`src/inc/counter_pkg.sv`:
```
package counter_pkg;

  // variant selection
  typedef enum logic [2:0] {
    variant_up_clear  = 3'b001,
    variant_bidir     = 3'b010,
    variant_up_sync   = 3'b100
  } variant_type;

  localparam int unsigned count_width_narrow = 8;
  localparam int unsigned count_width_wide   = 16;
  localparam int unsigned count_width_dflt   = count_width_narrow;

  // axi4-lite register byte offsets
  localparam logic [7:0] reg_ctrl_ofs    = 8'h00;
  localparam logic [7:0] reg_preset_ofs  = 8'h04;
  localparam logic [7:0] reg_count_ofs   = 8'h08;
  localparam logic [7:0] reg_status_ofs  = 8'h0c;
  localparam logic [7:0] reg_irq_sts_ofs = 8'h10;
  localparam logic [7:0] reg_irq_en_ofs  = 8'h14;
  localparam logic [7:0] reg_irq_clr_ofs = 8'h18;

  // ctrl field positions
  localparam int unsigned ctrl_gate_bit  = 0;
  localparam int unsigned ctrl_dir_bit   = 1;
  localparam int unsigned ctrl_load_bit  = 2;
  localparam int unsigned ctrl_wipe_bit  = 3;
  localparam int unsigned ctrl_sel_bit   = 4;

  // status / irq field positions
  localparam int unsigned sts_term_bit   = 0;
  localparam int unsigned sts_chain_bit  = 1;
  localparam int unsigned irq_term_bit   = 0;
  localparam int unsigned irq_wrap_bit   = 1;
  localparam int unsigned irq_width      = 2;

  localparam logic [31:0] ctrl_reset_val = 32'h0000_0000;
  localparam logic [1:0]  resp_okay      = 2'b00;
  localparam logic [1:0]  resp_slverr    = 2'b10;

endpackage : counter_pkg

```
`src/logic/counter_core.sv`:
```
`timescale 1ns/10ps
`default_nettype none
module counter_core
  import counter_pkg::*;
#(
  parameter int unsigned       width   = count_width_dflt,
  parameter variant_type       variant = variant_up_clear
) (
  input  wire logic             aclk,
  input  wire logic             aresetn,
  input  wire logic             async_wipe,
  input  wire logic             sync_wipe,
  input  wire logic             preset_strobe,
  input  wire logic [width-1:0] preset_value,
  input  wire logic             count_gate,
  input  wire logic             count_dir,
  output logic      [width-1:0] count_value,
  output logic                  terminal_flag,
  output logic                  chain_out,
  output logic                  wrap_event
);

  typedef struct packed {
    logic [width-1:0] count;
  } core_state_type;

  core_state_type state_ff;
  core_state_type nxt_state;
  logic           all_ones;
  logic           all_zero;
  logic           up;

  always_comb begin
    up = (variant == variant_bidir) ? count_dir : 1'b1;
  end

  always_comb begin
    nxt_state = state_ff;
    if (sync_wipe && variant == variant_up_sync) begin
      nxt_state.count = '0;
    end else if (preset_strobe && variant != variant_up_sync) begin
      nxt_state.count = preset_value;
    end else if (count_gate) begin
      if (up) begin
        nxt_state.count = state_ff.count + 1'b1;
      end else begin
        nxt_state.count = state_ff.count - 1'b1;
      end
    end
  end

  always_ff @(posedge aclk or posedge async_wipe) begin
    if (async_wipe) begin
      state_ff <= '0;
    end else if (!aresetn) begin
      state_ff <= '0;
    end else begin
      state_ff <= nxt_state;
    end
  end

  always_comb begin
    all_ones    = &state_ff.count;
    all_zero    = ~|state_ff.count;
    count_value = state_ff.count;
    case (variant)
      variant_bidir:   terminal_flag = (all_ones & count_dir) | (all_zero & ~count_dir);
      variant_up_sync: terminal_flag = all_ones & count_gate;
      default:         terminal_flag = all_ones;
    endcase
    if (async_wipe) begin
      terminal_flag = 1'b0;
    end
    chain_out  = terminal_flag & count_gate;
    wrap_event = chain_out & ~preset_strobe & ~sync_wipe;
  end

endmodule : counter_core
`default_nettype wire

```
`src/logic/cascadable_binary_counter.sv`:
```
// Overview of operation
// - async wipe zeroes count and terminal flag immediately, over everything
// - preset strobe high at clock edge loads preset value (the sync variant ignores preset strobe and never loads)
// - load works regardless of count gate and beats counting
// - up-only counter increments on each edge with gate high
// - gate low without load or wipe holds count; flag still follows direction (bidirectional) and gate (sync variant)
// - up-only clear variant: flag high when all count bits one
// - bidirectional: gate high and direction low decrements
// - bidirectional: gate high and direction high increments
// - bidirectional: flag high when direction high and all ones
// - bidirectional: flag high when direction low and all zeros
// - chain out equals terminal flag AND count gate
// - sync variant: sync wipe zeroes count and flag at next edge
// - sync variant: flag high only when all ones and gate high
// - width selectable 8 or 16, preset and count buses match
//
// Decided for this implementation: register access over AXI4-Lite and the register addresses.
`timescale 1ns/10ps
`default_nettype none
module cascadable_binary_counter
  import counter_pkg::*;
#(
  parameter int unsigned width   = count_width_dflt,
  parameter variant_type variant = variant_up_clear
) (
  input  wire logic             aclk,
  input  wire logic             aresetn,
  input  wire logic             async_wipe,
  input  wire logic             sync_wipe,
  input  wire logic             preset_strobe,
  input  wire logic [width-1:0] preset_value,
  input  wire logic             count_gate,
  input  wire logic             count_dir,
  output logic      [width-1:0] count_value,
  output logic                  terminal_flag,
  output logic                  chain_out,
  output logic                  irq,
  input  wire logic [7:0]       s_axi_awaddr,
  input  wire logic             s_axi_awvalid,
  output logic                  s_axi_awready,
  input  wire logic [31:0]      s_axi_wdata,
  input  wire logic [3:0]       s_axi_wstrb,
  input  wire logic             s_axi_wvalid,
  output logic                  s_axi_wready,
  output logic      [1:0]       s_axi_bresp,
  output logic                  s_axi_bvalid,
  input  wire logic             s_axi_bready,
  input  wire logic [7:0]       s_axi_araddr,
  input  wire logic             s_axi_arvalid,
  output logic                  s_axi_arready,
  output logic      [31:0]      s_axi_rdata,
  output logic      [1:0]       s_axi_rresp,
  output logic                  s_axi_rvalid,
  input  wire logic             s_axi_rready
);

  typedef struct packed {
    logic                 aw_held;
    logic [7:0]           aw_addr;
    logic                 w_held;
    logic [31:0]          w_data;
    logic [3:0]           w_strb;
    logic                 bvalid;
    logic [1:0]           bresp;
    logic                 rvalid;
    logic [1:0]           rresp;
    logic [31:0]          rdata;
    logic [4:0]           ctrl;
    logic [width-1:0]     preset;
    logic [irq_width-1:0] irq_sts;
    logic [irq_width-1:0] irq_en;
    logic                 term_prev;
  } top_state_type;

  top_state_type state_ff;
  top_state_type nxt_state;
  logic          gate_int;
  logic          dir_int;
  logic          load_int;
  logic          swipe_int;
  logic          wipe_int;
  logic [width-1:0] preset_int;
  logic          wrap_event;
  logic          wr_fire;
  logic          sw_sel;
  logic [irq_width-1:0] irq_set;
  logic [irq_width-1:0] irq_clr;

  // apply byte strobes to a stored word
  function automatic logic [31:0] merge_word(input logic [31:0] old_word,
                                             input logic [31:0] new_word,
                                             input logic [3:0]  strb);
    logic [31:0] res;
    res = old_word;
    for (int i = 0; i < 4; i++) begin
      if (strb[i]) begin
        res[i*8 +: 8] = new_word[i*8 +: 8];
      end
    end
    return res;
  endfunction : merge_word

  function automatic logic addr_known(input logic [7:0] a);
    return (a == reg_ctrl_ofs) || (a == reg_preset_ofs) || (a == reg_count_ofs) ||
           (a == reg_status_ofs) || (a == reg_irq_sts_ofs) || (a == reg_irq_en_ofs) ||
           (a == reg_irq_clr_ofs);
  endfunction : addr_known

  // software may drive gate and direction in place of the pins when sel is set
  always_comb begin
    sw_sel     = state_ff.ctrl[ctrl_sel_bit];
    gate_int   = sw_sel ? state_ff.ctrl[ctrl_gate_bit] : count_gate;
    dir_int    = sw_sel ? state_ff.ctrl[ctrl_dir_bit]  : count_dir;
    load_int   = preset_strobe | (wr_fire && state_ff.aw_addr == reg_ctrl_ofs &&
                 state_ff.w_strb[0] && state_ff.w_data[ctrl_load_bit]);
    swipe_int  = sync_wipe | state_ff.ctrl[ctrl_wipe_bit];
    wipe_int   = async_wipe;
    preset_int = preset_strobe ? preset_value : state_ff.preset;
  end

  counter_core #(
    .width   (width),
    .variant (variant)
  ) u_core (
    .aclk          (aclk),
    .aresetn       (aresetn),
    .async_wipe    (wipe_int),
    .sync_wipe     (swipe_int),
    .preset_strobe (load_int),
    .preset_value  (preset_int),
    .count_gate    (gate_int),
    .count_dir     (dir_int),
    .count_value   (count_value),
    .terminal_flag (terminal_flag),
    .chain_out     (chain_out),
    .wrap_event    (wrap_event)
  );

  assign s_axi_awready = ~state_ff.aw_held & ~state_ff.bvalid;
  assign s_axi_wready  = ~state_ff.w_held & ~state_ff.bvalid;
  assign s_axi_arready = ~state_ff.rvalid;
  assign s_axi_bvalid  = state_ff.bvalid;
  assign s_axi_bresp   = state_ff.bresp;
  assign s_axi_rvalid  = state_ff.rvalid;
  assign s_axi_rresp   = state_ff.rresp;
  assign s_axi_rdata   = state_ff.rdata;
  assign irq           = |(state_ff.irq_sts & state_ff.irq_en);
  assign wr_fire       = state_ff.aw_held & state_ff.w_held & ~state_ff.bvalid;

  always_comb begin
    logic [31:0] w;
    w         = '0;
    nxt_state = state_ff;
    irq_set   = '0;
    irq_clr   = '0;
    irq_set[irq_term_bit] = terminal_flag & ~state_ff.term_prev;
    irq_set[irq_wrap_bit] = wrap_event;
    nxt_state.term_prev   = terminal_flag;
    if (s_axi_awvalid && s_axi_awready) begin
      nxt_state.aw_held = 1'b1;
      nxt_state.aw_addr = s_axi_awaddr;
    end
    if (s_axi_wvalid && s_axi_wready) begin
      nxt_state.w_held = 1'b1;
      nxt_state.w_data = s_axi_wdata;
      nxt_state.w_strb = s_axi_wstrb;
    end
    if (wr_fire) begin
      nxt_state.aw_held = 1'b0;
      nxt_state.w_held  = 1'b0;
      nxt_state.bvalid  = 1'b1;
      nxt_state.bresp   = addr_known(state_ff.aw_addr) ? resp_okay : resp_slverr;
      if (state_ff.aw_addr == reg_ctrl_ofs) begin
        w = merge_word({27'h0, state_ff.ctrl}, state_ff.w_data, state_ff.w_strb);
        nxt_state.ctrl = w[4:0];
        nxt_state.ctrl[ctrl_load_bit] = 1'b0;
      end else if (state_ff.aw_addr == reg_preset_ofs) begin
        w = merge_word(32'(state_ff.preset), state_ff.w_data, state_ff.w_strb);
        nxt_state.preset = w[width-1:0];
      end else if (state_ff.aw_addr == reg_irq_en_ofs) begin
        w = merge_word(32'(state_ff.irq_en), state_ff.w_data, state_ff.w_strb);
        nxt_state.irq_en = w[irq_width-1:0];
      end else if (state_ff.aw_addr == reg_irq_clr_ofs && state_ff.w_strb[0]) begin
        irq_clr = state_ff.w_data[irq_width-1:0];
      end
    end
    // a new event wins over a simultaneous clear
    nxt_state.irq_sts = (state_ff.irq_sts & ~irq_clr) | irq_set;
    if (state_ff.bvalid && s_axi_bready) begin
      nxt_state.bvalid = 1'b0;
    end
    if (state_ff.rvalid && s_axi_rready) begin
      nxt_state.rvalid = 1'b0;
    end
    if (s_axi_arvalid && s_axi_arready) begin
      nxt_state.rvalid = 1'b1;
      nxt_state.rresp  = addr_known(s_axi_araddr) ? resp_okay : resp_slverr;
      if (s_axi_araddr == reg_ctrl_ofs) begin
        nxt_state.rdata = {27'h0, state_ff.ctrl};
      end else if (s_axi_araddr == reg_preset_ofs) begin
        nxt_state.rdata = 32'(state_ff.preset);
      end else if (s_axi_araddr == reg_count_ofs) begin
        nxt_state.rdata = 32'(count_value);
      end else if (s_axi_araddr == reg_status_ofs) begin
        nxt_state.rdata = {30'h0, chain_out, terminal_flag};
      end else if (s_axi_araddr == reg_irq_sts_ofs) begin
        nxt_state.rdata = 32'(state_ff.irq_sts);
      end else if (s_axi_araddr == reg_irq_en_ofs) begin
        nxt_state.rdata = 32'(state_ff.irq_en);
      end else begin
        nxt_state.rdata = 32'h0000_0000;
      end
    end
  end

  always_ff @(posedge aclk) begin
    if (!aresetn) begin
      state_ff      <= '0;
      state_ff.ctrl <= ctrl_reset_val[4:0];
    end else begin
      state_ff <= nxt_state;
    end
  end

endmodule : cascadable_binary_counter
`default_nettype wire

```
`config.mk`:
```
export PLATFORM = sky130hd
export DESIGN_NAME = cascadable_binary_counter
export DESIGN_NICKNAME = d
export VERILOG_FILES = /design/src/inc/counter_pkg.sv /design/src/logic/counter_core.sv /design/src/logic/cascadable_binary_counter.sv
export SDC_FILE = /design/constraint.sdc
export NUM_CORES = 1
export LEC_CHECK = 0
export ABC_CLOCK_PERIOD_IN_PS = 3300
export BUFFER_PORTS_ARGS = -buffer_cell sky130_fd_sc_hd__buf_2
export CAP_MARGIN = 20
export CORE_MARGIN = 3
export CORE_UTILIZATION = 44
export DETAILED_ROUTE_END_ITERATION = 16
export GPL_ROUTABILITY_DRIVEN = 0
export GPL_TIMING_DRIVEN = 0
export HOLD_SLACK_MARGIN = 0.12
export PLACE_DENSITY = 0.74
export RECOVER_POWER = 25
export SLEW_MARGIN = 20
export SYNTH_ARGS = -nofsm -noshare
export SYNTH_HDL_FRONTEND = slang
export SYNTH_HIERARCHICAL = 1
export SYNTH_SLANG_ARGS = --single-unit
```
`constraint.sdc`:
```
create_clock -name aclk -period 3.3 [get_ports aclk]
set_input_delay 0.495 -clock aclk [delete_from_list [all_inputs] [get_ports aclk]]
set_output_delay 0.495 -clock aclk [all_outputs]
set_load 0.05 [all_outputs]
```
* After elaboration in Yosys (flattened, before gate mapping) *
Cells that the tools add are included.

word-level totals
  latch bits = 0
  output and inout bits = 52
  word-level logic and storage cells = 106
  ROM bits = 0
  memories = 0
  register bits = 82
  input port bits = 72
  memory bits (writable) = 0

operators by class
  muxes and demuxes = 21
  multiply operators = 0
  shifts and indexed selects = 0
  $lt $le $gt $ge = 0
  divide/modulo/power cells = 0
  equal/unequal tests = 13
  add/sub/neg operators = 1
  bitwise gates (word level) = 24
  reduce and logical (&&, ||, !) cells = 31

operators by type and width
  operator                                                         number
  8-bit 2-to-1 mux                                                 7
  8-bit by 5-bit == test with 1-bit output, second input constant  6
  35-bit 2-to-1 mux                                                1
  8-bit by 4-bit == test with 1-bit output, second input constant  4
  2-bit 2-to-1 mux                                                 10
  8-bit by 3-bit == test with 1-bit output, second input constant  2
  8-bit logical NOT                                                2
  1-bit logical OR                                                 12
  1-bit inverter                                                   10
  1-bit logical AND                                                9
  8-bit by 1-bit adder with 8-bit output, second input constant    1
  1-bit bitwise AND                                                8
  8-bit AND reduction                                              1
  2-bit OR reduction                                               3
  5-bit AND reduction                                              1
  2-bit bitwise AND                                                2
  4-bit AND reduction                                              1
  1-bit 2-to-1 mux                                                 3
  3-bit by 1-bit != test with 1-bit output, second input constant  1
  3-bit AND reduction                                              1
  2-bit inverter                                                   1
  1-bit bitwise OR                                                 2
  2-bit bitwise OR                                                 1
  2-bit nonzero test                                               1

* Longest topological paths before layout *
  depth after elaboration = 10
  gate-level depth with buffers = 8
  depth with buffers taken out = 8

* By module *
Netlist, hierarchy kept.

modules (own cells, without submodules)
  module                     area an instance (um2)  sequential area each (um2)  cells each  times used
  cascadable_binary_counter  2483.6                  960.9                       302         1
  counter_core               526.8                   200.2                       58          1

* Worst setup path before layout *
No wires, ideal clock.

  kind = reg-to-output
  from = register u_core.state_ff (netlist bit u_core/count_value[0])
  to = output port chain_out
  stages on the path, launching flop included = 5
  setup slack = 387 ps
  data arrival time = 2418 ps
  buffers on the path = 0
  data required time = 2805 ps
  path through = dfrtp_1 > ha_1 > nand4b_1 > nor2_1 > and2_1

between the ends
  word-level cells in the longest chain between the ends = 3

ends and longest elaborated chain
  what                    RTL line                         source
  from (decl)             counter_core.sv:27               core_state_type state_ff;
  from (signal assigned)  counter_core.sv:58               state_ff <= nxt_state;
  8-bit AND reduction     counter_core.sv:63               all_ones = &state_ff.count;
  1-bit 2-to-1 mux        counter_core.sv:71               if (async_wipe) begin
  net terminal_flag       cascadable_binary_counter.sv:35  output logic terminal_flag,
  1-bit bitwise AND       counter_core.sv:74               chain_out = terminal_flag & count_gate;
  to (decl)               cascadable_binary_counter.sv:36  output logic chain_out,

The timed path passes the listed nets, and every way through them passes these cells.

* Worst setup path after layout *
  from = register u_core.state_ff (netlist bit u_core/count_value[1])
  to = output port chain_out

between the ends
  word-level cells in the longest chain between the ends = 3

ends and longest elaborated chain
  what                 RTL line
  8-bit AND reduction  counter_core.sv:63
  1-bit 2-to-1 mux     counter_core.sv:71
  1-bit bitwise AND    counter_core.sv:74

Every way passes these cells.

==> metrics.cfg <==
[outcome]
outcome = finished clean

[finish]
postLayoutCoreUtil_pct = 55.9
nets = 532
most-common-layout-cells = 70 x buf_2, 54 x nand2_1, 48 x dfxtp_1
fillCellCount = 629
layout_commonest_cell = buf_2
multiInputGateArea_um2 = 1530
synthToLayoutAreaGrowth_pct = 21.2
regArea_um2 = 1160
drive_above_1_share_pct = 27.6
antenna_cells = 0

[cts]
cts_root_buffer = clkbuf_8
clkTransAtPathRegs_ps = 90
cts_num_sinks = 56
cts_resized = 0
clk_latency_ps = 310
post-cts-setup-buffer-count = 0
cts_buffers = 5
clock_path_buffers = 2
h-tree-depth = 2
ctsHoldBuffers = 0
cts_tree = built

[die]
fp.dieW_um = 88.6
die_y_um = 88.6
std_cell_rows = 29
io_pins = 124
die_area_um2 = 7840
core_um2 = 6490
start_util_pct = 46.2

[timing]
fmax_mhz = 401
fin_worst_skew_ps = 4.30
post-route-period-util_pct = 75.5
tightest_slew_ps = 1240
slew_violations = 0
period_minus_slack_ps = 2490
hold_viol = 0
rsz0062_at_grt = no
relSlewSlack_pct = 16.9
tns_ps = 0
setup_viol = 0

[drt]
wl_mm = 7.28
first_pass_iters = 5
ant_nets = 0
routedWlPerCell_um = 13.6
initialDrtViolationCount = 140
vias = 2736
viasPerCell = 5.09
drc_errors = 0

[global_route]
antenna_found_initial = 0
grt_pass1_wl_mm = 11.5
overflow = 0
grt_usage_pct = 18.8
first_global_vias = 2546
grt_max_degree = 17

[setup_path]
cp_max_fo = 6
cp.required_ps = 2800
ff2ff_path_depth = 7
cp_slowest_cell = dfrtp_1
critPathLaunchType = flop
crit_type = reg -> out
r2r-end = u_core/count_value[7]$_DFFE_PP0P_
arrival_ps = 2000
crit_chain = ha_1 > nand4b_1 > nor2_1 > and2_1 > buf_2
reg2reg_slack_ps = 950
slowest_delay_ps = 490
critPathCaptureType = output port
rr_startpoint = state_ff[94]$_SDFFE_PN0P_

[synth]
yosysWarnings = 6
synth_area_um2 = 3000
syn_avg_cell_area_um2 = 8.35
netlist_instances = 359

[power]
worst_ir_drop_vdd_mv = 0.221
power_density_nw_per_um2 = 422
p_leak_nw = 1.75
finalPower_mw = 1.53

[worst_hold_path]
hp-class = in -> async

[place]
port-buffer-count = 68
place_hpwl_mm = 5.69

[run]
drv_cap = 0

==> per-stage QoR <==
stage	setup WS [ps]	instance area (µm²)	std cells	hold slack, ps
final	808	3630	537	137
after CTS	809	3660	537	133
after global routing	699	3630	537	149
after global placement	1150	3530	529	443
after detailed placement	1140	3530	529	447
after floorplan	387	3090	384	311
==> where the power goes <==
part | internal, mW | total (mW) | leakage, nW | switching, mW
clock | 0.268 | 0.483 | 0.0645 | 0.216
combinational | 0.101 | 0.314 | 1.19 | 0.214
sequential | 0.703 | 0.734 | 0.497 | 0.0309
==> routing by layer <==
metal / wire (µm) / part of all wire, % / GRT usage [%]
met1: 3150 / 43 / 24.2
met2: 3500 / 48 / 31.5
met3: 506 / 6.9 / 3.26
met4: 128 / 1.8 / 6.73
met5: 0 / 0 / 0
==> flip-flops by register name, summed over array words and instances, names as in the netlist <==
name,cells
s_axi_rresp,1
s_axi_bvalid,1
s_axi_bresp,1
state_ff,36
u_core/count_value,8
s_axi_rvalid,1
s_axi_rdata,8
==> critical path: cells and delay by family (launching register included) <==
family | cells | cell delay (ps)
DFF | 1 | 490
and+or+nand+nor | 3 | 660
adders and majority gates | 1 | 260
buffers and inverters | 1 | 280
==> how the worst max path moves through the flow <==
stage | slack (ps) | start | endpoint | depth (start not counted)
floorplan | 390 | u_core/count_value[0]$_DFFE_PP0P_ | chain_out | 4
global placement | 1150 | u_core/count_value[0]$_DFFE_PP0P_ | chain_out | 5
detailed placement | 1140 | state_ff[94]$_SDFFE_PN0P_ | u_core/count_value[7]$_DFFE_PP0P_ | 7
CTS | 810 | u_core/count_value[0]$_DFFE_PP0P_ | chain_out | 5
global route | 700 | u_core/count_value[0]$_DFFE_PP0P_ | chain_out | 5
finish | 810 | u_core/count_value[1]$_DFFE_PP0P_ | chain_out | 5
==> cell type report <==
cell class              count  area share (%)
clock buffers               7            2.65
well taps                  77            2.65
flip-flops and latches     56            32.0
plain buffers              52            9.40
multi-input cells         265            42.0
inverters                  11            1.14
clock inverters             1           0.826
repair buffers             68            9.33
Note: power is estimated with default switching activity, not from simulation.
